`src/logic/i2c_slave_pkg.sv`:
```
// Constants, types and helpers shared by the I2C register slave and its write FIFO
package i2c_slave_pkg;
  localparam logic [6:0] DEFAULT_SLAVE_ADDR = 7'h2b;  // Address used when none is programmed
  localparam logic [7:0] FIRST_RW_REG       = 8'h09;  // Lowest host-writable register
  localparam logic [7:0] REG_ADDR_RESET     = 8'h00;  // Register pointer after reset
  localparam logic [3:0] BYTE_BITS          = 4'h8;   // Bits in one bus byte
  localparam int         FIFO_DEPTH         = 16;     // Pending writes held until a phase
  localparam int         SYS_CLK_MHZ        = 125;    // Sampling clock rate
  localparam int         FAST_SCL_HIGH_NS   = 600;    // Shortest clock high time at 400 kb/s
  localparam int         FAST_SCL_HIGH_CYC  = (FAST_SCL_HIGH_NS * SYS_CLK_MHZ) / 1000;

  // One pending register write
  typedef struct packed {
    logic [7:0] addr;  // Target register
    logic [7:0] data;  // Value to apply
  } reg_write_s;

  // Link states, Gray coded along idle, addr, ack, wdata
  typedef enum logic [2:0] {
    st_idle   = 3'h0,
    st_addr   = 3'h1,
    st_ack    = 3'h3,
    st_wdata  = 3'h2,
    st_rdata  = 3'h6,
    st_mack   = 3'h7,
    st_ignore = 3'h5
  } link_state_e;

  // Status registers sit below the first writable one
  function automatic logic is_writable(input logic [7:0] addr);
    return addr >= FIRST_RW_REG;
  endfunction
endpackage

```
`src/logic/write_fifo.sv`:
```
// Write FIFO with a registered output stage
`timescale 1ns/1ps
module write_fifo
  import i2c_slave_pkg::*;
#(
  parameter int WIDTH = 16,
  parameter int DEPTH = FIFO_DEPTH,
  localparam int AW = $clog2(DEPTH),
  localparam int CW = $clog2(DEPTH + 1)
) (
  input  wire logic             sys_clk,
  input  wire logic             reset_n,
  input  wire logic             in_valid,
  output logic                  in_ready,
  input  wire logic [WIDTH-1:0] in_data,
  output logic                  out_valid,
  input  wire logic             out_ready,
  output logic      [WIDTH-1:0] out_data,
  output logic      [CW-1:0]    level
);
  logic [WIDTH-1:0] mem [DEPTH];  // Storage array
  logic [AW-1:0]    wr_ptr;       // Next slot to fill
  logic [AW-1:0]    rd_ptr;       // Next slot to drain
  logic [CW-1:0]    used;         // Words in the array, output stage excluded
  logic             push;
  logic             load;

  // Wraps a pointer; depth need not be a power of two
  function automatic logic [AW-1:0] bump(input logic [AW-1:0] p);
    return (p == AW'(DEPTH - 1)) ? '0 : AW'(p + 1'b1);
  endfunction

  assign push     = in_valid && in_ready;
  assign load     = (used != '0) && (!out_valid || out_ready);
  assign in_ready = (CW'(used + CW'(out_valid)) != CW'(DEPTH));  // Output stage counts toward the depth
  assign level    = CW'(used + CW'(out_valid));

  // Array write, no reset needed on data
  always_ff @(posedge sys_clk) begin
    if (push) begin
      mem[wr_ptr] <= in_data;
    end
  end

  // Pointers and fill count
  always_ff @(posedge sys_clk or negedge reset_n) begin
    if (!reset_n) begin
      wr_ptr <= '0;
      rd_ptr <= '0;
      used   <= '0;
    end else begin
      if (push) begin
        wr_ptr <= bump(wr_ptr);
      end
      if (load) begin
        rd_ptr <= bump(rd_ptr);
      end
      used <= CW'(used + CW'(push) - CW'(load));
    end
  end

  // Output stage keeps read data in a register
  always_ff @(posedge sys_clk or negedge reset_n) begin
    if (!reset_n) begin
      out_valid <= 1'b0;
      out_data  <= '0;
    end else if (load) begin
      out_valid <= 1'b1;
      out_data  <= mem[rd_ptr];
    end else if (out_ready) begin
      out_valid <= 1'b0;
    end
  end
endmodule

```
`src/logic/i2c_reg_slave.sv`:
```
// I2C slave that gives a bus master access to the internal register space
// How it works
// - Oversampled bus works at 100 and 400 kb/s
// - Slave only, 7-bit address default 0x2b
// - Programmed nonvolatile address replaces the default
// - Writes queue until next processing phase start
// - Register pointer advances per further data byte
// - Write: address with direction zero is acknowledged
// - Register address acknowledged; data bytes acked unless the write FIFO is full and the target register is writable
// - Read address acked, then current register driven
// - Master ack fetches next; nack ends read
// - Status registers cannot be written
// - Control registers are readable and writable
`timescale 1ns/1ps
module i2c_reg_slave
  import i2c_slave_pkg::*;
#(
  parameter int DEPTH = FIFO_DEPTH
) (
  input  wire logic       sys_clk,
  input  wire logic       reset_n,
  input  wire logic       scl_in,
  input  wire logic       sda_in,
  output logic            sda_out,
  output logic            sda_oe,
  input  wire logic       nvm_addr_valid,
  input  wire logic [6:0] nvm_addr,
  input  wire logic       phase_start,
  output logic            wr_valid,
  output reg_write_s      wr_entry,
  input  wire logic       wr_ready,
  output logic            rd_req,
  output logic      [7:0] rd_addr,
  input  wire logic       rd_ack,
  input  wire logic [7:0] rd_data
);
  localparam int CW = $clog2(DEPTH + 1);

  logic        scl_meta, scl_s, scl_d;  // Clock synchroniser and history
  logic        sda_meta, sda_s, sda_d;  // Data synchroniser and history
  link_state_e state;                   // Link position
  logic [3:0]  bit_cnt;                 // Bits moved in the current byte
  logic [7:0]  shreg;                   // Received byte
  logic [7:0]  tx;                      // Byte being sent
  logic [7:0]  reg_addr;                // Register pointer
  logic        first_byte;              // Next written byte is the pointer
  logic        read_dir;                // Direction bit of the last hit
  logic        master_ack;              // Master acknowledged the last read byte
  logic [6:0]  own_addr;                // Active slave address
  logic        addr_loaded;             // Address chosen after reset
  logic        push_valid;              // Write handed to the FIFO
  reg_write_s  push_data;
  logic [CW-1:0] apply_left;            // Writes still owed to this phase
  logic        fifo_in_ready, fifo_out_valid, fifo_out_ready;
  logic [15:0] fifo_out_data;
  logic [CW-1:0] fifo_level;

  logic scl_rise, scl_fall, start_cond, stop_cond, byte_full, addr_hit;
  logic addr_done, wbyte_done, wr_accept, mack_rise_ack, drive_bit, fifo_pop;

  assign scl_rise      = scl_s && !scl_d;
  assign scl_fall      = !scl_s && scl_d;
  assign start_cond    = scl_s && scl_d && sda_d && !sda_s;
  assign stop_cond     = scl_s && scl_d && !sda_d && sda_s;
  assign byte_full     = (bit_cnt == BYTE_BITS);
  assign addr_hit      = (shreg[7:1] == own_addr);
  assign addr_done     = (state == st_addr) && scl_fall && byte_full;
  assign wbyte_done    = (state == st_wdata) && scl_fall && byte_full;
  // Writes to status registers are acked but dropped, so only a full FIFO refuses
  assign wr_accept     = first_byte || !is_writable(reg_addr) || fifo_in_ready;
  assign mack_rise_ack = (state == st_mack) && scl_rise && !sda_s;
  assign drive_bit     = scl_fall && (((state == st_ack) && read_dir) ||
                                      ((state == st_rdata) && !byte_full) ||
                                      ((state == st_mack) && master_ack));
  assign fifo_pop       = fifo_out_valid && fifo_out_ready;
  assign fifo_out_ready = (apply_left != '0) && (!wr_valid || wr_ready);

  // Pins pass two flops; bit periods span hundreds of sys_clk cycles
  always_ff @(posedge sys_clk or negedge reset_n) begin
    if (!reset_n) begin
      {scl_meta, scl_s, scl_d} <= 3'h7;
      {sda_meta, sda_s, sda_d} <= 3'h7;
    end else begin
      {scl_meta, scl_s, scl_d} <= {scl_in, scl_meta, scl_s};
      {sda_meta, sda_s, sda_d} <= {sda_in, sda_meta, sda_s};
    end
  end

  // Address picked once after reset release, like a strap
  always_ff @(posedge sys_clk or negedge reset_n) begin
    if (!reset_n) begin
      own_addr    <= DEFAULT_SLAVE_ADDR;
      addr_loaded <= 1'b0;
    end else if (!addr_loaded) begin
      addr_loaded <= 1'b1;
      own_addr    <= nvm_addr_valid ? nvm_addr : DEFAULT_SLAVE_ADDR;
    end
  end

  // Receive shifter samples on clock rise
  always_ff @(posedge sys_clk or negedge reset_n) begin
    if (!reset_n) begin
      shreg <= '0;
    end else if (((state == st_addr) || (state == st_wdata)) && scl_rise) begin
      shreg <= {shreg[6:0], sda_s};
    end
  end

  // Link state and data line drive; start and stop override everything
  always_ff @(posedge sys_clk or negedge reset_n) begin
    if (!reset_n) begin
      state      <= st_idle;
      bit_cnt    <= '0;
      sda_oe     <= 1'b0;
      first_byte <= 1'b1;
      read_dir   <= 1'b0;
      master_ack <= 1'b0;
    end else if (start_cond) begin
      state      <= st_addr;
      bit_cnt    <= '0;
      sda_oe     <= 1'b0;
      first_byte <= 1'b1;
    end else if (stop_cond) begin
      state  <= st_idle;
      sda_oe <= 1'b0;
    end else begin
      case (state)
        st_addr: begin
          if (scl_rise) begin
            bit_cnt <= 4'(bit_cnt + 1'b1);
          end
          if (addr_done && addr_hit) begin
            state    <= st_ack;
            sda_oe   <= 1'b1;
            read_dir <= shreg[0];
          end else if (addr_done) begin
            state <= st_ignore;
          end
        end
        st_wdata: begin
          if (scl_rise) begin
            bit_cnt <= 4'(bit_cnt + 1'b1);
          end
          if (wbyte_done && wr_accept) begin
            state      <= st_ack;
            sda_oe     <= 1'b1;
            first_byte <= 1'b0;
          end else if (wbyte_done) begin
            state <= st_ignore;  // Full FIFO: nack, then ignore the rest of the transfer
          end
        end
        st_ack: begin
          if (scl_fall && read_dir) begin
            state   <= st_rdata;
            sda_oe  <= !tx[7];
            bit_cnt <= 4'h1;
          end else if (scl_fall) begin
            state   <= st_wdata;
            sda_oe  <= 1'b0;
            bit_cnt <= '0;
          end
        end
        st_rdata: begin
          if (scl_fall && byte_full) begin
            state  <= st_mack;  // Hand the line to the master
            sda_oe <= 1'b0;
          end else if (scl_fall) begin
            sda_oe  <= !tx[7];
            bit_cnt <= 4'(bit_cnt + 1'b1);
          end
        end
        st_mack: begin
          if (scl_rise) begin
            master_ack <= !sda_s;
          end
          if (scl_fall && master_ack) begin
            state   <= st_rdata;
            sda_oe  <= !tx[7];
            bit_cnt <= 4'h1;
          end else if (scl_fall) begin
            state <= st_ignore;
          end
        end
        st_idle, st_ignore: begin
          sda_oe <= 1'b0;  // Wait for the next start
        end
        default: begin
          state  <= st_idle;
          sda_oe <= 1'b0;
        end
      endcase
    end
  end

  // Open-drain: only ever pulls low
  always_ff @(posedge sys_clk or negedge reset_n) begin
    if (!reset_n) begin
      sda_out <= 1'b0;
    end else begin
      sda_out <= 1'b0;
    end
  end

  // Register pointer; after a read it rests on the last byte sent
  always_ff @(posedge sys_clk or negedge reset_n) begin
    if (!reset_n) begin
      reg_addr <= REG_ADDR_RESET;
    end else if (wbyte_done && wr_accept && first_byte) begin
      reg_addr <= shreg;
    end else if ((wbyte_done && wr_accept) || mack_rise_ack) begin
      reg_addr <= 8'(reg_addr + 1'b1);
    end
  end

  // Fetch requests; responder must answer well inside one clock half period
  always_ff @(posedge sys_clk or negedge reset_n) begin
    if (!reset_n) begin
      rd_req  <= 1'b0;
      rd_addr <= '0;
    end else begin
      rd_req <= (addr_done && addr_hit && shreg[0]) || mack_rise_ack;
      if (addr_done && addr_hit && shreg[0]) begin
        rd_addr <= reg_addr;
      end else if (mack_rise_ack) begin
        rd_addr <= 8'(reg_addr + 1'b1);
      end
    end
  end

  // Transmit byte loaded by the responder, shifted per driven bit
  always_ff @(posedge sys_clk or negedge reset_n) begin
    if (!reset_n) begin
      tx <= '0;
    end else if (rd_ack) begin
      tx <= rd_data;
    end else if (drive_bit) begin
      tx <= {tx[6:0], 1'b0};
    end
  end

  // Queue accepted writes to writable registers only
  always_ff @(posedge sys_clk or negedge reset_n) begin
    if (!reset_n) begin
      push_valid <= 1'b0;
      push_data  <= '0;
    end else begin
      push_valid <= wbyte_done && wr_accept && !first_byte && is_writable(reg_addr);
      push_data  <= '{addr: reg_addr, data: shreg};
    end
  end

  write_fifo #(.WIDTH($bits(reg_write_s)), .DEPTH(DEPTH)) u_fifo (
    .sys_clk   (sys_clk),
    .reset_n   (reset_n),
    .in_valid  (push_valid),
    .in_ready  (fifo_in_ready),
    .in_data   (push_data),
    .out_valid (fifo_out_valid),
    .out_ready (fifo_out_ready),
    .out_data  (fifo_out_data),
    .level     (fifo_level)
  );

  // Phase start releases only what was queued before it
  always_ff @(posedge sys_clk or negedge reset_n) begin
    if (!reset_n) begin
      apply_left <= '0;
    end else if (phase_start) begin
      apply_left <= CW'(fifo_level - CW'(fifo_pop));
    end else if (fifo_pop) begin
      apply_left <= CW'(apply_left - 1'b1);
    end
  end

  // Output stage toward the register space
  always_ff @(posedge sys_clk or negedge reset_n) begin
    if (!reset_n) begin
      wr_valid <= 1'b0;
      wr_entry <= '0;
    end else if (fifo_pop) begin
      wr_valid <= 1'b1;
      wr_entry <= reg_write_s'(fifo_out_data);
    end else if (wr_ready) begin
      wr_valid <= 1'b0;
    end
  end
endmodule

```
`config.mk`:
```
export PLATFORM = sky130hd
export DESIGN_NAME = i2c_reg_slave
export DESIGN_NICKNAME = d
export VERILOG_FILES = /design/src/logic/i2c_slave_pkg.sv /design/src/logic/write_fifo.sv /design/src/logic/i2c_reg_slave.sv
export SDC_FILE = /design/constraint.sdc
export NUM_CORES = 1
export LEC_CHECK = 0
export ABC_AREA = 1
export BUFFER_PORTS_ARGS = -buffer_cell sky130_fd_sc_hd__buf_2
export CORE_MARGIN = 5
export CORE_UTILIZATION = 40
export CTS_CLUSTER_SIZE = 30
export DETAILED_ROUTE_END_ITERATION = 8
export SETUP_SLACK_MARGIN = 0.05
export SLEW_MARGIN = 0
export SYNTH_ARGS = -nofsm -noshare
export SYNTH_HDL_FRONTEND = slang
export SYNTH_SLANG_ARGS = --single-unit
```
`constraint.sdc`:
```
create_clock -name sys_clk -period 3.4 [get_ports sys_clk]
set_input_delay 0.17 -clock sys_clk [delete_from_list [all_inputs] [get_ports sys_clk]]
set_output_delay 0.17 -clock sys_clk [all_outputs]
set_load 0.1 [all_outputs]
```
==> impl_summary.log <==
[metrics] Max Buffers Root-to-Sink: 3
[metrics] met1 wire length: 16,300 microns
[metrics] number of max-cap violations: 0
[metrics] top cells by area in the synthesized netlist: sky130_fd_sc_hd__edfxtp_1 48%, sky130_fd_sc_hd__dfrtp_1 18%, sky130_fd_sc_hd__nor2_1 5.8%
[metrics] detailed-route DRC error count: 0
[metrics] critical path's largest stage delay: 0.41 ns
[metrics] synthesized area divided by synthesized cell count: 11.4 sq um
[metrics] final core occ: 47.2%
[metrics] area used by sequential logic in the layout: 10,900 sq um
[metrics] nets in the synthesized netlist: 1,462
[metrics] cell at the slowest stage of the critical path: sky130_fd_sc_hd__fa_1
[metrics] power density of the placed cells: 822 nW/um^2
[metrics] residual overflow from global routing: 0
[metrics] headroom to the max-slew limit: 43.1%
[metrics] flops & latches, synth: 383
[metrics] share of post-route cells with drive strength above 1: 15.1%
[metrics] Mapped Area: 16,100 sq um
[metrics] Die Footprint: 44,300 sq um
[metrics] Critical Path Fanout Max: 9
[metrics] final weighted congestion in routability-driven placement: 0.828
[metrics] library cell with the largest summed area after synthesis: sky130_fd_sc_hd__edfxtp_1
[metrics] I/O pin count: 51
[metrics] classification of the worst-slack hold path: in2reg
[metrics] post-place setup slack: 0.413 ns
[metrics] DP HPWL: 22,600 microns
[metrics] IR Drop Worst-Case VDD: 0.656 mV
[metrics] Tmin final: 2.95 ns
[metrics] setup repair after global routing missed its margin: no
[metrics] total routing usage reported by global routing: 16.6%
[metrics] Max Clock Skew: 0.0199 ns
[metrics] Placement Rows: 73
[metrics] met2 wire length: 17,300 microns
[metrics] final hold violation count: 0
[metrics] most used flip-flop cell after synthesis: sky130_fd_sc_hd__edfxtp_1
[metrics] Highest Signal Layer: met4
[metrics] fillers: 3,608
[metrics] part of the Yosys area used for sequential elements: 67.7%
[metrics] Wirelength per Cell: 17.7 microns
[metrics] crit-path most repeated cell: sky130_fd_sc_hd__ha_1
[metrics] Die Ht: 210 microns
[metrics] required time worst endpoint: 3.87 ns
[metrics] data arrival time at the worst-slack endpoint: 3.42 ns
[metrics] number of DRC markers after the initial detailed-route iteration: 809
[metrics] core area: 39,700 sq um
[metrics] met3 WL post-DR: 2060 microns
[metrics] delay-heaviest family, CP: adder cells
[metrics] upper clock frequency limit: 339 MHz
[metrics] post-synth cell types: 50
[metrics] vias: 10,500
[metrics] cts repair resizes: 0
[metrics] wire length of the first global-routing pass: 58,700 microns
[metrics] largest net degree at the start of global routing: 131
[metrics] TritonCTS clock tree: done
[metrics] type of the worst setup path: reg2reg
[metrics] final setup violating endpoints: 0
[metrics] final-report max-slew violation count: 0
[metrics] die width: 210 microns
[metrics] Worst Setup Slack, final: 0.452 ns
[metrics] post-layout net count: 1,552
[metrics] routed vias/inst: 5.10
[metrics] CTS clk-pin slew, worst paths: 0.06 ns
[metrics] startpoint type of the worst setup path: flop
[metrics] warnings from Yosys: 0
[metrics] number of buffers created by CTS: 41
[metrics] Critical Path, Cell by Cell: ha_1 > ha_1 > xnor2_2 > nand2_1 > nor2_2 > inv_1 > nand2_1 > inv_2 > ha_1 > fa_1 > a21oi_1 > nor2_1 > nor2_1 > xor2_1
[metrics] number of port buffers: 49
[metrics] library cell used as clock root buffer: sky130_fd_sc_hd__clkbuf_16
[metrics] count of flip-flops with a built-in enable after synthesis: 256
[metrics] Initial Utilization: 40.4%
[metrics] result of the run: finished clean
[metrics] part of the cycle the worst path needs: 86.7%
[metrics] dominant cell by count in the synthesized netlist: sky130_fd_sc_hd__edfxtp_1
[metrics] deepest level of the CTS H-tree: 2
[metrics] antenna violation net count after detailed routing: 0
[metrics] WHS: 0.0230 ns
[metrics] source-to-sink clock delay at the later pin of the worst-skew pair: 0.54 ns
[metrics] number of search-and-repair iterations in the first detailed-routing pass: 5
[metrics] leakage power total: 0.00693 uW
[metrics] clock sink count: 383
[metrics] capturing element type of the critical path: flop
[metrics] area used by multi-input combinational logic: 4620 sq um
[metrics] aggregate negative setup slack: 0 ns
[metrics] number of buffers and inverters on the critical path: 2
[metrics] relative area change from synthesis to final layout: 16.6%
[metrics] most instantiated cells after synthesis: 256 x sky130_fd_sc_hd__edfxtp_1, 249 x sky130_fd_sc_hd__nor2_1, 171 x sky130_fd_sc_hd__nand2_1
[metrics] top-area cell type share of the netlist area: 47.8%
[metrics] initial antenna violation count: 0
[metrics] vias in the first global route: 10,600
[metrics] async set or reset register ratio after synthesis: 33.2%
[metrics] wirelength, routed: 36,500 microns
[metrics] slew at the pin closest to its max-slew limit: 0.854 ns
[metrics] post-synthesis instance total: 1,414
==> flip-flops by register name, indices dropped and copies added, names as in the netlist, 7 cells and up <==
signal and flops:
own_addr 7, push_data 16, rd_addr 8, reg_addr 8, shreg 8, wr_entry 16, u_fifo.mem 256, tx 8
u_fifo.out_data 16
==> cells in the final DEF (no fill, tap or decap), types with 7 or more instances in the layout <==
cell and count:
sky130_fd_sc_hd__o21ai_0 165, sky130_fd_sc_hd__clkinv_1 10, sky130_fd_sc_hd__dfrtp_1 114, sky130_fd_sc_hd__nand4_1 7
sky130_fd_sc_hd__clkinv_2 8, sky130_fd_sc_hd__nand2_2 21, sky130_fd_sc_hd__buf_4 25, sky130_fd_sc_hd__inv_2 15
sky130_fd_sc_hd__xor2_1 16, sky130_fd_sc_hd__o211ai_1 66, sky130_fd_sc_hd__nor2_1 243, sky130_fd_sc_hd__dlygate4sd3_1 32
sky130_fd_sc_hd__ha_1 24, sky130_fd_sc_hd__buf_2 48, sky130_fd_sc_hd__clkbuf_16 44, sky130_fd_sc_hd__nand2_1 171
sky130_fd_sc_hd__inv_1 58, sky130_fd_sc_hd__a21oi_1 7, sky130_fd_sc_hd__dfstp_2 11, sky130_fd_sc_hd__a31oi_1 21
sky130_fd_sc_hd__nor2_2 12, sky130_fd_sc_hd__nand3_1 83, sky130_fd_sc_hd__edfxtp_1 256
==> metrics by stage <==
step | instance area (sq um) | power, uW | instances
finish | 18700 | 15400 | 2063
global route | 18700 | 16400 | 2062
CTS | 18700 | 15600 | 2062
detailed placement | 17000 | 11000 | 1954
global placement | 17000 | 10900 | 1954
floorplan | 16100 | 9530 | 1414
==> path summary, 6_finish.rpt <==
kind                                   from                 end  slack, ns  depth (start not counted)
setup reg to reg           u_fifo.out_valid      u_fifo.used[4]       0.45                         14
hold / removal               nvm_addr_valid         own_addr[0]       0.02                          4
setup / recovery           u_fifo.out_valid      u_fifo.used[4]       0.45                         14
min in group asynchronous           reset_n  u_fifo.out_data[6]       0.25                          2
max in group asynchronous           reset_n         own_addr[3]       2.35                          3
hold reg to reg                    sda_meta               sda_s       0.35                          0
==> timing repair <==
action,4_1_cts,5_1_grt
hold buffers,32,0
setup buffers,0,0
endpoints found under the hold margin,99,0
==> area by class of cell <==
type	count	area share (%)
Clock inverter	22	1.20
Antenna cell	1	0.0134
Timing Repair Buffer	111	4.59
Inverter	80	1.63
Clock buffer	54	6.29
Multi-Input combinational cell	887	24.7
Tap cell	525	3.51
Sequential cell	383	58.1
==> worst min-delay path: stages <==
cell and delay (ns):
sky130_fd_sc_hd__buf_2 0.12, sky130_fd_sc_hd__inv_1 0.09, sky130_fd_sc_hd__o21ai_0 0.07, sky130_fd_sc_hd__o21ai_0 0.07
==> metal layers <==
layer,track usage (%),vias to the layer above
met1,23.2,5082
met2,27.2,270
met3,2.75,58
met5,0,-
li1,-,5115
met4,4.63,0
==> power breakdown <==
group / leakage [uW] / internal, uW / switching [uW]
combinational: 0.00258 / 1360 / 3380
sequential: 0.00366 / 5540 / 547
clock: 0.000683 / 2760 / 1820
==> kinds of logic (layout without fill, tap and decap cells) <==
kind of cell,Yosys count,count (layout),share of synthesized area [%]
AND/OR/NAND/NOR,559,559,15.0
adder cells (fa/ha/maj),25,25,1.99
buffers and inverters,144,267,3.62
flip-flops,383,383,67.7
AO/OA/AOI/OAI,280,280,10.4
other,2,3,0.0467
XOR/XNOR,21,21,1.19
(Power assumes the default switching activity.)
